`src/rtl/nrd_defines.svh`:
```
// Register offsets, field positions, reset values and timing counts of the node reset/diagnostics block
`ifndef NRD_DEFINES_SVH
`define NRD_DEFINES_SVH

// ----------------------------------------------------------------------------
// Register byte offsets (APB, one aligned word each)
// ----------------------------------------------------------------------------
`define NRD_OFS_CONFIG 12'h000
`define NRD_OFS_SETUP_ONE 12'h004
`define NRD_OFS_STATION_ID 12'h008
`define NRD_OFS_TENTATIVE_ID 12'h00C
`define NRD_OFS_DIAG_STATUS 12'h010
`define NRD_OFS_STATUS 12'h014
`define NRD_OFS_COMMAND 12'h018
`define NRD_OFS_ADDR_PTR 12'h01C
`define NRD_OFS_NEXT_ID 12'h020
`define NRD_OFS_RAM_WATCH 12'h024
`define NRD_OFS_HOST_MODE 12'h028

// ----------------------------------------------------------------------------
// Field positions
// ----------------------------------------------------------------------------
`define NRD_CFG_SOFT_RESET 7
`define NRD_CFG_TX_ENABLE 5
`define NRD_CFG_TSEL_B 4
`define NRD_CFG_TSEL_A 3
`define NRD_SU1_NAK_LIMIT_SEL 0
`define NRD_DS_SELF_RECONFIG 7
`define NRD_DS_DUPLICATE_ID 6
`define NRD_DS_RECEIVE_ACT 5
`define NRD_DS_TOKEN_SEEN 4
`define NRD_DS_EXCESSIVE_NAK 3
`define NRD_DS_TENTATIVE_MATCH 2
`define NRD_DS_NEW_NEXT_ID 1
`define NRD_ST_TX_AVAILABLE 0
`define NRD_ST_CORE_AWAKE 1
`define NRD_ST_JOINED 2
`define NRD_ST_IN_RESET 3

// ----------------------------------------------------------------------------
// Command codes, reset values, fixed data
// ----------------------------------------------------------------------------
`define NRD_CMD_DISABLE_TX 8'h01
`define NRD_CMD_CLEAR_FLAGS 8'h1E
`define NRD_CFG_RESET 8'h18
`define NRD_RAM_PATTERN 8'hD1
`define NRD_RAM_ADDR0 11'h000
`define NRD_RAM_ADDR1 11'h001

// ----------------------------------------------------------------------------
// Timing: glitch filter 5 crystal periods, duplicate-ID windows 420/840 ms
// ----------------------------------------------------------------------------
`define NRD_CLK_NS 10
`define NRD_FILTER_PERIODS 5
`define NRD_DUP_SHORT_MS 420
`define NRD_DUP_LONG_MS 840
`define NRD_DUP_SHORT_CYC ((`NRD_DUP_SHORT_MS * 64'd1000000) / `NRD_CLK_NS)
`define NRD_DUP_LONG_CYC ((`NRD_DUP_LONG_MS * 64'd1000000) / `NRD_CLK_NS)
`define NRD_NAK_LONG 8'd128
`define NRD_NAK_SHORT 8'd4

`endif

```
`src/rtl/nrd_pkg.sv`:
```
// Types shared by the node reset/diagnostics block
package nrd_pkg;
    typedef enum logic [2:0] {
        NRD_WAKE_IDLE = 3'b001,
        NRD_WAKE_WR0 = 3'b010,
        NRD_WAKE_WR1 = 3'b100
    } nrd_wake_e;
    typedef enum logic [1:0] {
        NRD_BUS_UNKNOWN = 2'b01,
        NRD_BUS_FOUND = 2'b10
    } nrd_bus_e;
endpackage : nrd_pkg

```
`src/rtl/nrd_node_reset_diag.sv`:
```
// Reset, wake-up and network diagnostic logic of a token-passing node controller
//
// Design decisions made here: the address map and the APB interface to the registers.
`timescale 1ns/1ps
`include "nrd_defines.svh"

module nrd_node_reset_diag
    import nrd_pkg::*;
#(
    parameter int FILTER_CYC = `NRD_FILTER_PERIODS,
    parameter longint DUP_SHORT_CYC = `NRD_DUP_SHORT_CYC,
    parameter longint DUP_LONG_CYC = `NRD_DUP_LONG_CYC
) (
    input wire logic CLK,
    input wire logic NRST,
    input wire logic PSEL,
    input wire logic PENABLE,
    input wire logic PWRITE,
    input wire logic [11:0] PADDR,
    input wire logic [31:0] PWDATA,
    output logic [31:0] PRDATA,
    output logic PREADY,
    output logic PSLVERR,
    input wire logic RESET_INPUT_LOW,
    input wire logic LINE_RECEIVE_INPUT,
    input wire logic TOKEN_OBSERVED,
    input wire logic TOKEN_FROM_SELF,
    input wire logic [7:0] TOKEN_DEST_ID,
    input wire logic TOKEN_RESPONSE,
    input wire logic TOKEN_TO_SELF,
    input wire logic NETWORK_RECONFIG_FLAG_TIMER_EXPIRED,
    input wire logic NAK_RECEIVED,
    input wire logic [7:0] NEXT_NODE_ID,
    output logic RAM_WR,
    output logic [10:0] RAM_ADDR,
    output logic [7:0] RAM_WDATA,
    output logic CORE_AWAKE,
    output logic JOIN_ENABLE,
    output logic TRANSMIT_ENABLE,
    output logic START_RECONFIG,
    output logic NODE_IN_RESET
);

    // ------------------------------------------------------------------------
    // Reset release and pin synchronisers
    // ------------------------------------------------------------------------
    logic rst_meta, rst_n;
    logic [1:0] pin_rst_s, pin_rx_s;
    logic [7:0] filt_cnt;
    logic hw_reset;
    logic soft_reset;

    // Release of the asynchronous reset through two flops
    always_ff @(posedge CLK or negedge NRST) begin
        if (!NRST) begin
            rst_meta <= 1'b0;
            rst_n <= 1'b0;
        end else begin
            rst_meta <= 1'b1;
            rst_n <= rst_meta;
        end
    end

    // Pin inputs pass two flops before anything reads them
    always_ff @(posedge CLK or negedge rst_n) begin
        if (!rst_n) begin
            pin_rst_s <= 2'b11;
            pin_rx_s <= 2'b00;
        end else begin
            pin_rst_s <= {pin_rst_s[0], RESET_INPUT_LOW};
            pin_rx_s <= {pin_rx_s[0], LINE_RECEIVE_INPUT};
        end
    end

    // Glitch filter: reset pin must stay low for FILTER_CYC clocks in a row
    always_ff @(posedge CLK or negedge rst_n) begin
        if (!rst_n) begin
            filt_cnt <= 8'h00;
            hw_reset <= 1'b0;
        end else if (pin_rst_s[1]) begin
            filt_cnt <= 8'h00;
            hw_reset <= 1'b0;
        end else if (filt_cnt >= 8'(FILTER_CYC - 1)) begin
            hw_reset <= 1'b1;
        end else begin
            filt_cnt <= filt_cnt + 8'h01;
        end
    end

    // ------------------------------------------------------------------------
    // Registers
    // ------------------------------------------------------------------------
    logic [7:0] config_reg, setup_one_register, station_id, tentative_id, addr_ptr;
    logic [7:0] next_id_seen;
    logic self_reconfig_flag, duplicate_id_flag, receive_activity_flag, token_seen_flag;
    logic excessive_nak_flag, tentative_match_flag, new_next_id_flag, transmitter_available;
    logic tx_disable_pending;
    logic [7:0] nak_cnt;
    logic [63:0] dup_cnt;
    logic dup_armed;
    nrd_wake_e wake_state;
    nrd_bus_e bus_state;
    logic odd_write_seen, host_mode;
    logic [7:0] last_ram_data;

    logic acc, wr, rd;
    logic node_reset;
    logic transmit_enable_bit, awake;
    logic [7:0] nak_limit;
    logic [63:0] dup_limit;

    assign acc = PSEL && PENABLE;
    assign wr = acc && PWRITE;
    assign rd = acc && !PWRITE;
    assign soft_reset = config_reg[`NRD_CFG_SOFT_RESET];
    assign node_reset = soft_reset || hw_reset;
    assign transmit_enable_bit = config_reg[`NRD_CFG_TX_ENABLE];
    assign awake = (station_id != 8'h00) && !node_reset;
    assign nak_limit = setup_one_register[`NRD_SU1_NAK_LIMIT_SEL] ? `NRD_NAK_SHORT : `NRD_NAK_LONG;
    // Longer window unless both timeout selects are one
    assign dup_limit = (config_reg[`NRD_CFG_TSEL_A] && config_reg[`NRD_CFG_TSEL_B]) ?
        64'(DUP_SHORT_CYC) : 64'(DUP_LONG_CYC);

    // Address decode shared by the write and read paths
    function automatic logic hit(input logic [11:0] a, input logic [11:0] ofs);
        hit = (a == ofs);
    endfunction : hit

    // Registers that survive a software reset; only NRST or the filtered pin clears them
    always_ff @(posedge CLK or negedge rst_n) begin
        if (!rst_n) begin
            config_reg <= `NRD_CFG_RESET;
            setup_one_register <= 8'h00;
            addr_ptr <= 8'h00;
        end else if (hw_reset) begin
            config_reg <= `NRD_CFG_RESET;
            setup_one_register <= 8'h00;
            addr_ptr <= 8'h00;
        end else if (wr) begin
            // Soft reset does not touch these; software clears bit 7 itself
            if (hit(PADDR, `NRD_OFS_CONFIG)) config_reg <= PWDATA[7:0];
            if (hit(PADDR, `NRD_OFS_SETUP_ONE)) setup_one_register <= PWDATA[7:0];
            if (hit(PADDR, `NRD_OFS_ADDR_PTR)) addr_ptr <= PWDATA[7:0];
        end
    end

    // Host bus type: odd-address write followed by odd-address read; hardware reset only
    always_ff @(posedge CLK or negedge rst_n) begin
        if (!rst_n) begin
            bus_state <= NRD_BUS_UNKNOWN;
            odd_write_seen <= 1'b0;
            host_mode <= 1'b0;
        end else if (hw_reset) begin
            bus_state <= NRD_BUS_UNKNOWN;
            odd_write_seen <= 1'b0;
            host_mode <= 1'b0;
        end else begin
            unique case (bus_state)
                NRD_BUS_UNKNOWN: begin
                    if (wr && PADDR[2]) odd_write_seen <= 1'b1;
                    if (rd && PADDR[2] && odd_write_seen) begin
                        bus_state <= NRD_BUS_FOUND;
                        host_mode <= PADDR[3];
                    end
                end
                NRD_BUS_FOUND: begin
                    bus_state <= NRD_BUS_FOUND;
                end
            endcase
        end
    end

    // Station and tentative ID; cleared by any reset, station write launches the RAM sequence
    always_ff @(posedge CLK or negedge rst_n) begin
        if (!rst_n) begin
            station_id <= 8'h00;
            tentative_id <= 8'h00;
        end else if (node_reset) begin
            station_id <= 8'h00;
            tentative_id <= 8'h00;
        end else if (wr) begin
            if (hit(PADDR, `NRD_OFS_STATION_ID)) station_id <= PWDATA[7:0];
            if (hit(PADDR, `NRD_OFS_TENTATIVE_ID)) tentative_id <= PWDATA[7:0];
        end
    end

    // Two buffer writes after every station ID write that arrives in NRD_WAKE_IDLE outside node reset
    always_ff @(posedge CLK or negedge rst_n) begin
        if (!rst_n) begin
            wake_state <= NRD_WAKE_IDLE;
            RAM_WR <= 1'b0;
            RAM_ADDR <= `NRD_RAM_ADDR0;
            RAM_WDATA <= 8'h00;
            last_ram_data <= 8'h00;
        end else if (node_reset) begin
            wake_state <= NRD_WAKE_IDLE;
            RAM_WR <= 1'b0;
        end else begin
            unique case (wake_state)
                NRD_WAKE_IDLE: begin
                    RAM_WR <= 1'b0;
                    if (wr && hit(PADDR, `NRD_OFS_STATION_ID)) wake_state <= NRD_WAKE_WR0;
                end
                NRD_WAKE_WR0: begin
                    RAM_WR <= 1'b1;
                    RAM_ADDR <= `NRD_RAM_ADDR0;
                    RAM_WDATA <= `NRD_RAM_PATTERN;
                    last_ram_data <= `NRD_RAM_PATTERN;
                    wake_state <= NRD_WAKE_WR1;
                end
                NRD_WAKE_WR1: begin
                    RAM_WR <= 1'b1;
                    RAM_ADDR <= `NRD_RAM_ADDR1;
                    RAM_WDATA <= station_id;
                    last_ram_data <= station_id;
                    wake_state <= NRD_WAKE_IDLE;
                end
            endcase
        end
    end

    // Core outputs; all registered, transmitter off in any reset
    always_ff @(posedge CLK or negedge rst_n) begin
        if (!rst_n) begin
            CORE_AWAKE <= 1'b0;
            JOIN_ENABLE <= 1'b0;
            TRANSMIT_ENABLE <= 1'b0;
            START_RECONFIG <= 1'b0;
            NODE_IN_RESET <= 1'b1;
        end else begin
            CORE_AWAKE <= awake;
            JOIN_ENABLE <= awake && transmit_enable_bit;
            TRANSMIT_ENABLE <= awake && transmit_enable_bit && !tx_disable_pending;
            START_RECONFIG <= awake && transmit_enable_bit && NETWORK_RECONFIG_FLAG_TIMER_EXPIRED;
            NODE_IN_RESET <= node_reset;
        end
    end

    // Duplicate-ID timer: restarts on each station ID write, flag within the window
    always_ff @(posedge CLK or negedge rst_n) begin
        if (!rst_n) begin
            dup_cnt <= 64'h0;
            dup_armed <= 1'b0;
        end else if (node_reset || (wr && hit(PADDR, `NRD_OFS_STATION_ID))) begin
            dup_cnt <= 64'h0;
            dup_armed <= !node_reset;
        end else if (dup_armed) begin
            if (dup_cnt >= dup_limit - 64'h1) dup_armed <= 1'b0;
            else dup_cnt <= dup_cnt + 64'h1;
        end
    end

    // Flags clear at the edge that latches read data, so no event slips between; set wins
    logic ds_read, clr_cmd, dis_cmd, nak_hit;
    assign ds_read = PSEL && !PENABLE && !PWRITE && hit(PADDR, `NRD_OFS_DIAG_STATUS);
    assign clr_cmd = wr && hit(PADDR, `NRD_OFS_COMMAND) && PWDATA[7:0] == `NRD_CMD_CLEAR_FLAGS;
    assign dis_cmd = wr && hit(PADDR, `NRD_OFS_COMMAND) && PWDATA[7:0] == `NRD_CMD_DISABLE_TX;
    assign nak_hit = awake && NAK_RECEIVED && (nak_cnt + 8'h01 >= nak_limit);
    always_ff @(posedge CLK or negedge rst_n) begin
        if (!rst_n) begin
            self_reconfig_flag <= 1'b0;
            duplicate_id_flag <= 1'b0;
            receive_activity_flag <= 1'b0;
            token_seen_flag <= 1'b0;
            tentative_match_flag <= 1'b0;
            new_next_id_flag <= 1'b0;
        end else if (node_reset) begin
            self_reconfig_flag <= 1'b0;
            duplicate_id_flag <= 1'b0;
            receive_activity_flag <= 1'b0;
            token_seen_flag <= 1'b0;
            tentative_match_flag <= 1'b0;
            new_next_id_flag <= 1'b0;
        end else begin
            if (awake && transmit_enable_bit && NETWORK_RECONFIG_FLAG_TIMER_EXPIRED) self_reconfig_flag <= 1'b1;
            else if (ds_read) self_reconfig_flag <= 1'b0;
            if (awake && dup_armed && TOKEN_RESPONSE && TOKEN_DEST_ID == station_id)
                duplicate_id_flag <= 1'b1;
            else if (ds_read) duplicate_id_flag <= 1'b0;
            if (pin_rx_s[1]) receive_activity_flag <= 1'b1;
            else if (ds_read) receive_activity_flag <= 1'b0;
            if (TOKEN_OBSERVED && !TOKEN_FROM_SELF) token_seen_flag <= 1'b1;
            else if (ds_read) token_seen_flag <= 1'b0;
            if (awake && tentative_id != 8'h00 && TOKEN_RESPONSE && TOKEN_DEST_ID == tentative_id)
                tentative_match_flag <= 1'b1;
            else if (ds_read) tentative_match_flag <= 1'b0;
            if (awake && NEXT_NODE_ID != next_id_seen) new_next_id_flag <= 1'b1;
            else if (ds_read) new_next_id_flag <= 1'b0;
        end
    end

    // Next-node tracking runs while asleep too, so waking up raises no false change
    always_ff @(posedge CLK or negedge rst_n) begin
        if (!rst_n) next_id_seen <= 8'h00;
        else if (node_reset) next_id_seen <= 8'h00;
        else next_id_seen <= NEXT_NODE_ID;
    end

    // Wrapping NAK counter; clear-flags drops the flag, a new run sets it again
    always_ff @(posedge CLK or negedge rst_n) begin
        if (!rst_n) begin
            nak_cnt <= 8'h00;
            excessive_nak_flag <= 1'b0;
        end else if (node_reset) begin
            nak_cnt <= 8'h00;
            excessive_nak_flag <= 1'b0;
        end else begin
            if (nak_hit) nak_cnt <= 8'h00;
            else if (awake && NAK_RECEIVED) nak_cnt <= nak_cnt + 8'h01;
            if (nak_hit) excessive_nak_flag <= 1'b1;
            else if (clr_cmd) excessive_nak_flag <= 1'b0;
        end
    end

    // Disable transmitter: transmitter available returns on the next token to this node
    always_ff @(posedge CLK or negedge rst_n) begin
        if (!rst_n) begin
            tx_disable_pending <= 1'b0;
            transmitter_available <= 1'b1;
        end else if (node_reset) begin
            tx_disable_pending <= 1'b0;
            transmitter_available <= 1'b1;
        end else if (dis_cmd) begin
            tx_disable_pending <= 1'b1;
            transmitter_available <= 1'b0;
        end else if (tx_disable_pending && TOKEN_TO_SELF) begin
            tx_disable_pending <= 1'b0;
            transmitter_available <= 1'b1;
        end
    end

    // ------------------------------------------------------------------------
    // APB read path: zero-wait, unmapped reads zero with error
    // ------------------------------------------------------------------------
    logic [31:0] rdata_mux;
    logic map_hit;
    always_comb begin
        rdata_mux = 32'h0;
        map_hit = 1'b1;
        unique case (PADDR)
            `NRD_OFS_CONFIG: rdata_mux = {24'h0, config_reg};
            `NRD_OFS_SETUP_ONE: rdata_mux = {24'h0, setup_one_register};
            `NRD_OFS_STATION_ID: rdata_mux = {24'h0, station_id};
            `NRD_OFS_TENTATIVE_ID: rdata_mux = {24'h0, tentative_id};
            `NRD_OFS_DIAG_STATUS: rdata_mux = {24'h0, self_reconfig_flag, duplicate_id_flag,
                receive_activity_flag, token_seen_flag, excessive_nak_flag, tentative_match_flag,
                new_next_id_flag, 1'b0};
            `NRD_OFS_STATUS: rdata_mux = {28'h0, node_reset, JOIN_ENABLE, CORE_AWAKE, transmitter_available};
            `NRD_OFS_COMMAND: rdata_mux = 32'h0;
            `NRD_OFS_ADDR_PTR: rdata_mux = {24'h0, addr_ptr};
            `NRD_OFS_NEXT_ID: rdata_mux = {24'h0, next_id_seen};
            `NRD_OFS_RAM_WATCH: rdata_mux = {24'h0, last_ram_data};
            `NRD_OFS_HOST_MODE: rdata_mux = {30'h0, bus_state == NRD_BUS_FOUND, host_mode};
            default: map_hit = 1'b0;
        endcase
    end

    // Registered answer: PREADY one cycle after setup, i.e. in the access cycle
    always_ff @(posedge CLK or negedge rst_n) begin
        if (!rst_n) begin
            PRDATA <= 32'h0;
            PREADY <= 1'b0;
            PSLVERR <= 1'b0;
        end else begin
            PREADY <= PSEL && !PENABLE;
            PSLVERR <= PSEL && !PENABLE && !map_hit;
            PRDATA <= (PSEL && !PENABLE && !PWRITE) ? rdata_mux : 32'h0;
        end
    end

endmodule : nrd_node_reset_diag

```
`config.mk`:
```
export PLATFORM = sky130hd
export DESIGN_NAME = nrd_node_reset_diag
export DESIGN_NICKNAME = d
export VERILOG_FILES = /design/src/rtl/nrd_pkg.sv /design/src/rtl/nrd_node_reset_diag.sv
export VERILOG_INCLUDE_DIRS = /design/src /design/src/rtl
export SDC_FILE = /design/constraint.sdc
export NUM_CORES = 1
export LEC_CHECK = 0
export BUFFER_PORTS_ARGS = -buffer_cell sky130_fd_sc_hd__buf_2
export CORE_AREA = 2 2 150 152
export CTS_BUF_LIST = sky130_fd_sc_hd__clkbuf_4 sky130_fd_sc_hd__clkbuf_8 sky130_fd_sc_hd__clkbuf_16
export DETAILED_ROUTE_END_ITERATION = 6
export DIE_AREA = 0 0 152 154
export HOLD_SLACK_MARGIN = 0.03
export SLEW_MARGIN = 0
export SYNTH_ARGS = -nofsm -noshare
export SYNTH_HDL_FRONTEND = slang
export SYNTH_SLANG_ARGS = --single-unit
export TNS_END_PERCENT = 10
```
`constraint.sdc`:
```
create_clock -name CLK -period 7.4 [get_ports CLK]
set_input_delay 0.74 -clock CLK [delete_from_list [all_inputs] [get_ports CLK]]
set_output_delay 0.74 -clock CLK [all_outputs]
set_load 0.03 [all_outputs]
```
# [Yosys cells after proc, flatten, opt, wreduce, memory -nomap -nowiden]
# Index checks and enable logic that the tools add are counted.
# W data, S select, Z words.
[classes] addsub=4 n_mul=0 div=0 order_cmp=3 eq_ne=24 n_shift=0 n_mux=72 bitwise_logic=1 reduce_logical=74
[op_table] cell="$mux W64" count=3
[op_table] cell="$mux W8" count=23
[op_table] cell="$pmux W8 S10" count=1
[op_table] cell="$add A64 B1 Y64 const B" count=1
[op_table] cell="$ge A64 B64 Y1" count=1
[op_table] cell="$eq A12 B5 Y1 const B" count=4
[op_table] cell="$eq A12 B6 Y1 const B" count=3
[op_table] cell="$mux W1" count=35
[op_table] cell="$logic_and A1 B1 Y1" count=30
[op_table] cell="$sub A27 B1 Y28 const B" count=1
[op_table] cell="$mux W27" count=1
[op_table] cell="$reduce_bool A3 Y1" count=9
[op_table] cell="$reduce_bool A2 Y1" count=13
[op_table] cell="$eq A12 B4 Y1 const B" count=2
[op_table] cell="$pmux W11 S2" count=1
[op_table] cell="$reduce_and A2 Y1" count=9
[op_table] cell="$add A8 B1 Y8 const B" count=2
[op_table] cell="$eq A8 B8 Y1" count=2
[op_table] cell="$pmux W8 S2" count=1
[op_table] cell="$reduce_bool A8 Y1" count=2
[op_table] cell="$eq A12 B3 Y1 const B" count=1
[op_table] cell="$logic_not A12 Y1" count=1
[op_table] cell="$reduce_or A11 Y1" count=1
[op_table] cell="$pmux W3 S3" count=1
[op_table] cell="20 further kinds" count=30
[totals] reg_bits=187 latch_bits=0 ramBits=0 rom_bits=0 inputBits=73 output_inout_bits=59 wordCells=217 memories=0

# [Logic depth before layout (Yosys ltp)]
# Gate-level depths: netlist of run 1.
[depth] depth_word=8 ltp_mapped=13 mapped_depth_nobuf=11

# [Least setup slack after synthesis of run 1]
# Ideal clock, no wire load.
[synth_path] path_type="reg2reg" startpoint="reg config_reg[3]" endpoint="reg dup_cnt[18]" setup_time_ns=0.078 arrival_time_ns=2.861 slack_ns=4.461 path_stages_with_launch=12 path_buffers=3 period_less_slack_ns=2.939 cell_sequence="dfstp_2 clkbuf_1 nand2_1 ha_1 and4_1 a311o_1 a311oi_2 o21ai_2 buf_6 buf_6 or3_1 a21oi_1"
[synth_via] elab_chain_cells=6
[synth_lines] item="start: declaration" line="nrd_node_reset_diag.sv:93" source="logic [7:0] config_reg, setup_one_register, station_id, tentative_id, addr_ptr;"
[synth_lines] item="start signal: assignment" line="nrd_node_reset_diag.sv:132" source="config_reg <= `NRD_CFG_RESET;"
[synth_lines] item="start signal: assignment" line="nrd_node_reset_diag.sv:136" source="config_reg <= `NRD_CFG_RESET;"
[synth_lines] item="start signal: assignment" line="nrd_node_reset_diag.sv:141" source="if (hit(PADDR, `NRD_OFS_CONFIG)) config_reg <= PWDATA[7:0];"
[synth_lines] item="$logic_and A1 B1 Y1" line="nrd_node_reset_diag.sv:121" source="assign dup_limit = (config_reg[`NRD_CFG_TSEL_A] && config_reg[`NRD_CFG_TSEL_B]) ?"
[synth_lines] item="$mux W27" line="nrd_node_reset_diag.sv:121"
[synth_lines] item="$sub A27 B1 Y28" line="nrd_node_reset_diag.sv:248" source="if (dup_cnt >= dup_limit - 64'h1) dup_armed <= 1'b0;"
[synth_lines] item="$ge A64 B64 Y1" line="nrd_node_reset_diag.sv:248"
[synth_lines] item="$ne A2 B2 Y1 (no source line)"
[synth_lines] item="$reduce_and A2 Y1 (no source line)"
[synth_lines] item="end signal: assignment" line="nrd_node_reset_diag.sv:249" source="else dup_cnt <= dup_cnt + 64'h1;"
[synth_lines] item="end: declaration" line="nrd_node_reset_diag.sv:99" source="logic [63:0] dup_cnt;"
# Every way passes these cells.
# A chain may end at the register's enable or synchronous reset.

# [Worst setup path after layout of run 1]
[layout_path] startpoint="reg config_reg[3]" endpoint="reg dup_cnt[7]"
# The elaborated chain is that of the path after synthesis.

==> results of run 1 <==
-- worst max-delay path, stage by stage (launching register included) --
cell and delay [ps]:
dfstp_2 660, nand2_1 230, ha_1 350, and4_1 200
a311o_1 380, a311oi_2 320, o21ai_2 240, buf_4 270
or4_1 510, nand2_1 80
-- stage by stage --
stage | hold WS, ps | total power, mW | cells | utilization, % | setup slack [ps]
2_1_floorplan | 331 | 1.40 | 890 | - | 2120
3_3_place_gp | 334 | 1.49 | 1180 | 42.1 | 3820
3_5_place_dp | 336 | 1.50 | 1180 | 42.1 | 3820
4_1_cts | 72.2 | 2.46 | 1212 | 45.0 | 4080
5_1_grt | 71.6 | 2.55 | 1212 | 45.0 | 3850
6_report | 90.5 | 2.44 | 1212 | 45.0 | 4090
-- routing by layer --
| layer | GRT usage [%] | vias up | share of wire, % |
|---|---|---|---|
| met5 | 0 | - | 0 |
| met2 | 26.9 | 216 | 46 |
| met4 | 4.09 | 0 | 0.89 |
| met3 | 3.89 | 14 | 5.6 |
| li1 | - | 3144 | - |
| met1 | 26.3 | 3216 | 48 |
-- Yosys cell counts, types with 6 or more instances --
library cell	number	area share, %
mux2i_1	29	3.4
nor4_1	19	1.4
or3_1	23	1.7
nand3_1	22	1.3
nor3_1	8	0.46
nand2_1	84	3.6
o21ai_0	37	2.1
dfrtp_1	169	49
xnor2_1	15	1.5
a21oi_1	58	3.4
a31oi_1	7	0.51
and3_1	49	3.5
nor2_1	60	2.6
buf_4	34	3.0
dfstp_2	8	2.4
xor2_1	11	1.1
mux2_2	7	0.91
nand2b_1	6	0.43
nor2b_1	13	0.94
nand4_1	17	1.2
ha_1	11	1.6
clkbuf_1	29	1.3
and2_1	17	1.2
o211ai_1	9	0.78
inv_1	16	0.69
-- logic make-up (layout without fill, tap and decap cells) --
kind of cell	Yosys count	in the layout	share of synthesized area, %
adders and majority gates	11	11	1.59
other	2	35	0.0869
AOI/OAI and AO/OA	169	169	12.5
muxes	39	39	5.05
and+or+nand+nor	343	343	21.1
xor gates and xnor gates	26	26	2.63
DFF	177	177	51.4
buffers and inverters	90	132	5.70
-- report_power, final --
group          internal [mW]  leakage, nW  switching (mW)  total (mW)
logic                  0.120         1.84           0.250       0.370
registers               1.04         2.37          0.0744        1.11
clock network          0.566        0.304           0.396       0.962
-- layout make-up --
| class | instances | area, sq um | share of cell area (%) |
|---|---|---|---|
| clock buffers | 21 | 474 | 4.86 |
| clock inverters | 11 | 154 | 1.58 |
| inverters | 17 | 63.8 | 0.654 |
| multi-input cells | 623 | 3830 | 39.3 |
| flip-flops and latches | 177 | 4440 | 45.5 |
| well taps | 280 | 350 | 3.59 |
| repair buffers | 83 | 440 | 4.51 |
-- worst paths after layout --
| path | cells past startpoint | to |
|---|---|---|
| min | 1 | rst_meta$_DFF_PN0_ |
| min reg2reg | 0 | rst_n$_DFF_PN0_ |
| max reg2reg | 9 | dup_cnt[7]$_DFFE_PN0P_ |
| max in group asynchronous | 1 | dup_cnt[30]$_DFFE_PN0P_ |
| max | 9 | dup_cnt[7]$_DFFE_PN0P_ |
| min in group CLK | 0 | rst_n$_DFF_PN0_ |
==> impl_metrics.csv, run 1 <==
group,metric,value,unit
layout,design_area,0.00976,sq mm
clock_tree,cts_resized,0,
clock_tree,cts_buffer_depth,2,
clock_tree,htree_levels,4,
worst_setup_path,critPathLaunchType,"register",
yosys,synth_flop_cell,"dfrtp_1",
clock_tree,cts_tree,"yes",
clock_tree,post_cts_buffers,0,
layout,final_common_cell,"dfrtp_1",
worst_setup_path,arrival,3680,ps
layout,antenna_cells,0,
placement,placed_area,0.00913,sq mm
die,fp.dieArea,0.0234,sq mm
drt,antenna_left,0,
drt,vias_per_cell,5.44,
power,powerDensity,250,mW/mm^2
clock_tree,cts_buffers,17,
drt,vias,6590,
timing,finalSetupViolations,0,
run_status,status,"finished clean",
layout,most-common-layout-cells,"dfrtp_1, nand2_1, buf_2, nor2_1, a21oi_1",
power,power_leakage,4.51,nW
die,top_level_ports,132,
timing,fmax,302,MHz
worst_setup_path,r2r-start,"config_reg[3]$_DFFE_PN1P_",
yosys,synth_edf_count,0,
timing,hold_viol_final,0,
timing,worst_slew_pin_slew,966,ps
grt,grtUsageTotal,17.8,%
clock_tree,path_clk_slew,70,ps
grt,grt-ovfl-total,0,
placement,portBuffers,73,
worst_setup_path,critPathKind,"reg -> reg",
yosys,yosysSeqAreaShare,51.4,%
grt,grt_pass1_vias,6021,
die,die_w,152,um
yosys,syn_area,0.00864,sq mm
yosys,syn_avg_cell_area,10.1,sq um
grt,grt_max_degree,75,
timing,clock_skew,11.5,ps
grt,grt_pass1_wl,33.6,mm
die,coreArea,0.0217,sq mm
yosys,synth_cell_types,72,
layout,largest_reg_flops,64,
yosys,syn_inst,857,
die,row_count,54,
timing,setup_tns,0,ps
worst_setup_path,path_max_fanout,24,
yosys,ys_ff_latch,177,
timing,period_minus_slack,3310,ps
clock_tree,hold_buffers,0,
clock_tree,numClockSinks,177,
layout,fillerInstances,2083,
clock_tree,cts_root_buffer,"clkbuf_16",
drt,wl_per_cell,17.1,um
die,start_util,39.9,%
placement,globalplace.congestion,0.843,
yosys,postSynth.asyncResetShare,100,%
timing,maxSlewViolCount,0,
layout,regMostFlops,"dup_cnt",
drt,drc,0,
layout,drive_gt1_share,15.6,%
worst_setup_path,cp-end-kind,"register",
layout,syn_to_final_growth,12.9,%
layout,final_net_count,1003,
power,ir_drop,0.000133,V
placement,dp_hpwl,14.2,mm
drt,first_pass_iters,5,
worst_setup_path,crit_start,"config_reg[3]$_DFFE_PN1P_",
grt,antenna_found_initial,0,
worst_setup_path,reg2reg_setup_slack,4090,ps
timing,min_period_over_period,44.7,%
die,die_h,154,um
drt,routed_wl,20.8,mm
timing,rsz0062_at_grt,"no",
flow_run,maxCapViolCount,0,
hold_path,min_path_type,"in -> async",
worst_setup_path,crit_required,7770,ps
timing,slew_headroom,35.5,%
clock_tree,insertion_delay,430,ps
drt,drt_iter0_markers,409,
yosys,ys_warn_count,0,
(Power assumes the default switching activity.)
==> inputs of run 2 (changes only) <==
--- a/config.mk
+++ b/config.mk
@@ -6,11 +6,12 @@
 export SDC_FILE = /design/constraint.sdc
 export NUM_CORES = 1
 export LEC_CHECK = 0
+export ABC_AREA = 1
 export BUFFER_PORTS_ARGS = -buffer_cell sky130_fd_sc_hd__buf_2
-export CORE_AREA = 2 2 150 152
+export CORE_AREA = 2 2 158 160
 export CTS_BUF_LIST = sky130_fd_sc_hd__clkbuf_4 sky130_fd_sc_hd__clkbuf_8 sky130_fd_sc_hd__clkbuf_16
 export DETAILED_ROUTE_END_ITERATION = 6
-export DIE_AREA = 0 0 152 154
+export DIE_AREA = 0 0 160 162
 export HOLD_SLACK_MARGIN = 0.03
 export SLEW_MARGIN = 0
 export SYNTH_ARGS = -nofsm -noshare
==> constraint.sdc (replaced) <==
create_clock -name CLK -period 3.35 [get_ports CLK]
set_input_delay 0.335 -clock CLK [delete_from_list [all_inputs] [get_ports CLK]]
set_output_delay 0.335 -clock CLK [all_outputs]
set_load 0.03 [all_outputs]
==> impl_metrics.csv, run 2 <==
group,metric,value,unit
die,start_util,39.5,%
worst_setup_path,crit_family,"simple AND/OR/NAND/NOR gates",
layout,regMostFlops,"dup_cnt",
worst_setup_path,r2r-start,"config_reg[4]$_DFFE_PN1P_",
grt,grt-ovfl-total,0,
drt,drc,4,
die,die_h,162,um
clock_tree,cts_tree,"yes",
grt,grt_pass1_wl,39.5,mm
timing,clock_skew,8.70,ps
drt,first_pass_iters,7,
drt,vias,7892,
hold_path,min_to,"PREADY$_DFF_PN0_",
timing,holdWs,112,ps
yosys,syn_inst,1220,
worst_setup_path,reg2reg_setup_slack,770,ps
layout,largest_reg_flops,64,
drt,routed_wl,24.2,mm
timing,fmax,387,MHz
drt,drt_iter0_markers,591,
placement,portBuffers,73,
yosys,yosysSeqAreaShare,46.7,%
yosys,synth_cell_types,45,
clock_tree,path_clk_slew,70,ps
yosys,synth_top_area_share,44.5,%
yosys,ys_warn_count,0,
die,coreArea,0.0241,sq mm
clock_tree,cts_buffer_depth,2,
layout,syn_to_final_growth,12.3,%
worst_setup_path,crit_start,"config_reg[4]$_DFFE_PN1P_",
timing,setup_tns,0,ps
yosys,postSynth.asyncResetShare,100,%
yosys,synth_flop_cell,"dfrtp_1",
timing,maxSlewViolCount,0,
worst_setup_path,cpMostUsedCell,"nor2_1",
worst_setup_path,rr_endpoint,"dup_cnt[1]$_DFFE_PN0P_",
grt,grtUsageTotal,19.2,%
power,powerDensity,629,mW/mm^2
worst_setup_path,crit_required,3720,ps
grt,antenna_found_initial,0,
timing,hold_viol_final,0,
worst_setup_path,cp-end-kind,"register",
clock_tree,htree_levels,4,
drt,antenna_left,0,
worst_setup_path,crit_path_max_incr_delay,620,ps
yosys,syn_area,0.00951,sq mm
worst_setup_path,worst_path_max_delay_cell,"dfstp_2",
die,fp.dieArea,0.0259,sq mm
timing,setup_ws,769,ps
die,top_level_ports,132,
timing,min_period_over_period,77.0,%
hold_path,whs_path_depth,2,
clock_tree,post_cts_buffers,0,
worst_setup_path,critPathLaunchType,"register",
clock_tree,hold_buffers,3,
die,row_count,57,
grt,grt_max_degree,63,
run_status,status,"finished, violations left",
yosys,synth_edf_count,0,
drt,vias_per_cell,4.83,
timing,period_minus_slack,2580,ps
clock_tree,cts_root_buffer,"clkbuf_16",
drt,wl_per_cell,14.8,um
yosys,synth_most_common_cell,"nand2_1",
placement,globalplace.congestion,0.920,
clock_tree,numClockSinks,177,
hold_path,hold_start,"PENABLE",
yosys,yosysTopAreaCell,"dfrtp_1",
hold_path,min_path_type,"in -> reg",
timing,rsz0062_at_grt,"no",
clock_tree,cts_resized,0,
flow_run,maxCapViolCount,0,
placement,dp_hpwl,18.0,mm
grt,grt_pass1_vias,7672,
layout,most-common-layout-cells,"nand2_1, nor2_1, dfrtp_1, inv_1, buf_2",
layout,drive_gt1_share,13.4,%
layout,final_net_count,1378,
clock_tree,cts_buffers,17,
power,power_leakage,5.28,nW
run_status,violations,"DRC",
power,ir_drop,0.000318,V
clock_tree,insertion_delay,430,ps
die,die_w,160,um
yosys,synth_area_leaders,"dfrtp_1, nand2_1, nor2_1",
timing,slew_headroom,44.1,%
worst_setup_path,arrival,2950,ps
worst_setup_path,critPathKind,"reg -> reg",
layout,final_common_cell,"nand2_1",
worst_setup_path,reg2regPathDepth,12,
yosys,ys_ff_latch,177,
placement,pre_cts_ws,662,ps
worst_setup_path,crit_chain,"nand2_2, ha_1, a21oi_1, o21ai_0, a21oi_1, nor2_1, nor2_1, nand2_2, buf_4, nor2_1, nand2_1, nand2_1",
yosys,syn_avg_cell_area,7.80,sq um
timing,worst_slew_pin_slew,838,ps
worst_setup_path,path_max_fanout,17,
yosys,ys_top_cells_by_count,"nand2_1, nor2_1, dfrtp_1",
timing,finalSetupViolations,0,
worst_setup_path,worst-path-buf-inv,1,
## run 2: stage by stage
| step | utilization [%] | cells | instance area (sq um) | power (mW) |
|---|---|---|---|---|
| final | 44.3 | 1633 | 10700 | 6.72 |
| after global placement | 41.6 | 1596 | 10000 | 4.66 |
| after global routing | 44.3 | 1631 | 10700 | 7.10 |
| after detailed placement | 41.6 | 1596 | 10000 | 4.68 |
| after floorplan | - | 1253 | 9640 | 4.17 |
| after CTS | 44.3 | 1631 | 10700 | 6.77 |
## run 2: where the power goes
| group | internal, mW | switching, mW |
|---|---|---|
| Clock | 1.20 | 0.881 |
| Sequential | 2.54 | 0.372 |
| Combinational | 0.489 | 1.25 |
## run 2: layout make-up
cell class / instances / area [sq um]
multi-input cells: 849 / 4110
repair buffers: 89 / 505
diodes: 2 / 5.00
inverters: 160 / 601
well taps: 324 / 405
clock buffers: 22 / 488
fillers: 2514 / 13400
clock inverters: 10 / 124
flip-flops and latches: 177 / 4440
## run 2: cell families (layout without fill, tap and decap cells)
| group | count (synthesis) | count (layout) | synth area share (%) |
|---|---|---|---|
| and+or+nand+nor | 662 | 662 | 30.5 |
| buffers and inverters | 227 | 281 | 11.5 |
| DFF | 177 | 177 | 46.7 |
| AOI/OAI and AO/OA | 104 | 104 | 6.43 |
| xor gates and xnor gates | 37 | 37 | 3.41 |
| adders and majority gates | 11 | 11 | 1.45 |
| other | 2 | 37 | 0.0789 |
## run 2: worst max path at each step
stage / to / slack, ps / cells after the start
global route: dup_cnt[1]$_DFFE_PN0P_ / 480 / 12
global placement: wake_state[1]$_DFFE_PN0P_ / 670 / 12
finish: dup_cnt[1]$_DFFE_PN0P_ / 770 / 12
detailed placement: wake_state[1]$_DFFE_PN0P_ / 660 / 12
CTS: dup_cnt[10]$_DFFE_PN0P_ / 750 / 12
floorplan: CORE_AWAKE$_DFF_PN0_ / 430 / 0
## run 2: metal layers
layer  track usage (%)  part of all wire [%]  wire (um)  vias to the layer above
met1              26.5                    47      11500                     3676
met4              7.41                   2.7        645                        0
met3              3.32                   4.7       1150                       44
met2              30.5                    45      10900                      226
met5                 0                     0          0                        -
li1                  -                     -          -                     3946
==> inputs of run 3 (changes only) <==
==> constraint.sdc (replaced) <==
create_clock -name CLK -period 2.4 [get_ports CLK]
set_input_delay 0.24 -clock CLK [delete_from_list [all_inputs] [get_ports CLK]]
set_output_delay 0.24 -clock CLK [all_outputs]
set_load 0.03 [all_outputs]
==> impl_metrics.csv, run 3 (synthesis results as in run 2) <==
group,metric,value,unit
die,die_h,162,um
timing,finalSetupViolations,0,
worst_setup_path,reg2reg_setup_slack,100,ps
die,top_level_ports,132,
layout,design_area,0.0109,sq mm
layout,multi_input_area,0.00417,sq mm
layout,final_common_cell,"nand2_1",
clock_tree,cts_tree,"yes",
clock_tree,numClockSinks,177,
clock_tree,path_clk_slew,70,ps
drt,routed_wl,24.9,mm
worst_setup_path,critPathLaunchType,"register",
worst_setup_path,cp-end-kind,"register",
timing,period_minus_slack,2300,ps
die,row_count,57,
worst_setup_path,crit_required,2730,ps
placement,placed_area,0.0102,sq mm
clock_tree,cts_root_buffer,"clkbuf_16",
placement,globalplace.congestion,0.892,
timing,slew_headroom,58.4,%
grt,grt_pass1_wl,39.6,mm
power,power_leakage,5.40,nW
layout,largest_reg_flops,64,
drt,first_pass_iters,5,
layout,syn_to_final_growth,14.6,%
timing,clock_skew,12.4,ps
clock_tree,htree_levels,4,
timing,maxSlewViolCount,0,
drt,wl_per_cell,15.1,um
hold_path,min_path_type,"in -> reg",
layout,regMostFlops,"dup_cnt",
layout,antenna_cells,0,
placement,portBuffers,73,
layout,drive_gt1_share,14.2,%
grt,grtUsageTotal,19.3,%
timing,min_period_over_period,95.9,%
drt,drt_iter0_markers,671,
power,powerDensity,859,mW/mm^2
timing,worst_slew_pin_slew,624,ps
drt,vias_per_cell,4.87,
worst_setup_path,critPathKind,"reg -> reg",
grt,grt-ovfl-total,0,
layout,final_net_count,1396,
grt,grt_max_degree,66,
clock_tree,cts_buffer_depth,2,
layout,finalNonFillerCells,1649,
worst_setup_path,arrival,2630,ps
die,start_util,39.5,%
placement,dp_hpwl,18.1,mm
timing,hold_viol_final,0,
grt,antenna_found_initial,0,
grt,grt_pass1_vias,7508,
drt,antenna_left,0,
clock_tree,cts_buffers,17,
placement,place_inst,1602,
die,coreArea,0.0241,sq mm
die,die_w,160,um
timing,rsz0062_at_grt,"no",
layout,seqCellArea,0.00444,sq mm
die,fp.dieArea,0.0259,sq mm
flow_run,maxCapViolCount,0,
timing,fmax,434,MHz
drt,vias,8031,
power,finalPower,9.37,mW
power,ir_drop,0.000542,V
run_status,status,"finished clean",
clock_tree,insertion_delay,430,ps
layout,most-common-layout-cells,"nand2_1, nor2_1, dfrtp_1, inv_1, buf_2",
layout,fillerInstances,2468,
drt,drc,0,
worst_setup_path,path_max_fanout,12,
run 3: changes by cell type in the layout (fill, tap and decap cells not counted), moves of 2 or more:
cell,delta
buf_4,+3
clkinv_2,+2
nand3_4,+2
clkinv_4,+2
diode_2,-2
nand2_4,+2
dlygate4sd3_1,+6
clkinvlp_4,-2
clkbuf_8,-3
inv_8,+2
buf_12,+6
run 3: cell type report:
type	count	share of cell area (%)
clock inverter	13	1.18
multi-input combinational	852	38.3
clock buffer	19	4.10
sequential	177	40.7
timing repair buffer	104	6.49
tap	324	3.72
inverter	160	5.51
run 3: timing repair:
item,CTS,global route
setup endpoints to repair,25,28
resized for setup,1,5
pin swaps,0,2
buffers inserted,0,3
endpoints found under the hold margin,10,0
hold buffers,9,0
cloned,0,3
run 3: metal layers:
metal  global-route usage, %  vias to the layer above  part of all wire, %
li1                        -                     3995                    -
met1                    27.0                     3792                   47
met2                    30.5                      209                   46
met3                    3.42                       35                  4.6
met4                    6.27                        0                  2.5
met5                       0                        -                    0
run 3: worst paths after layout:
check,from,endpoint,depth (start not counted)
setup / recovery,config_reg[3]$_DFFE_PN1P_,dup_cnt[6]$_DFFE_PN0P_,11
hold reg to reg,rst_n$_DFF_PN0_,RAM_ADDR[0]$_DFFE_PN0P_,0
setup reg to reg,config_reg[3]$_DFFE_PN1P_,dup_cnt[6]$_DFFE_PN0P_,11
min in group asynchronous,NRST,rst_meta$_DFF_PN0_,2
hold / removal,NEXT_NODE_ID[6],next_id_seen[6]$_DFF_PN0_,3
max in group asynchronous,rst_n$_DFF_PN0_,dup_cnt[1]$_DFFE_PN0P_,1
run 3: power breakdown:
part,internal [mW],switching [mW],leakage [nW]
logic,0.755,1.81,2.79
registers,3.54,0.502,2.33
clock network,1.49,1.27,0.278
total,5.79,3.58,5.40
run 3: worst max-delay path, stage by stage, from the launching register on:
cell,delay [ps]
dfstp_2,590
nand2_4,110
ha_1,340
nand2_1,80
nor3_1,150
a21oi_1,100
nor2_1,190
nor2_4,80
nand2_4,170
nand3_4,210
nand2_1,120
nand2_1,50
run 3: metrics by stage:
step	hold slack, ps	utilization, %	setup TNS (ps)	setup WS (ps)
floorplan	-55.6	-	0	335
global placement	25.7	42.1	0	66.0
detailed placement	26.6	42.1	-336	-29.4
CTS	42.0	44.9	0	0.221
global route	49.3	45.2	0	0.339
finish	57.3	45.2	0	98.4
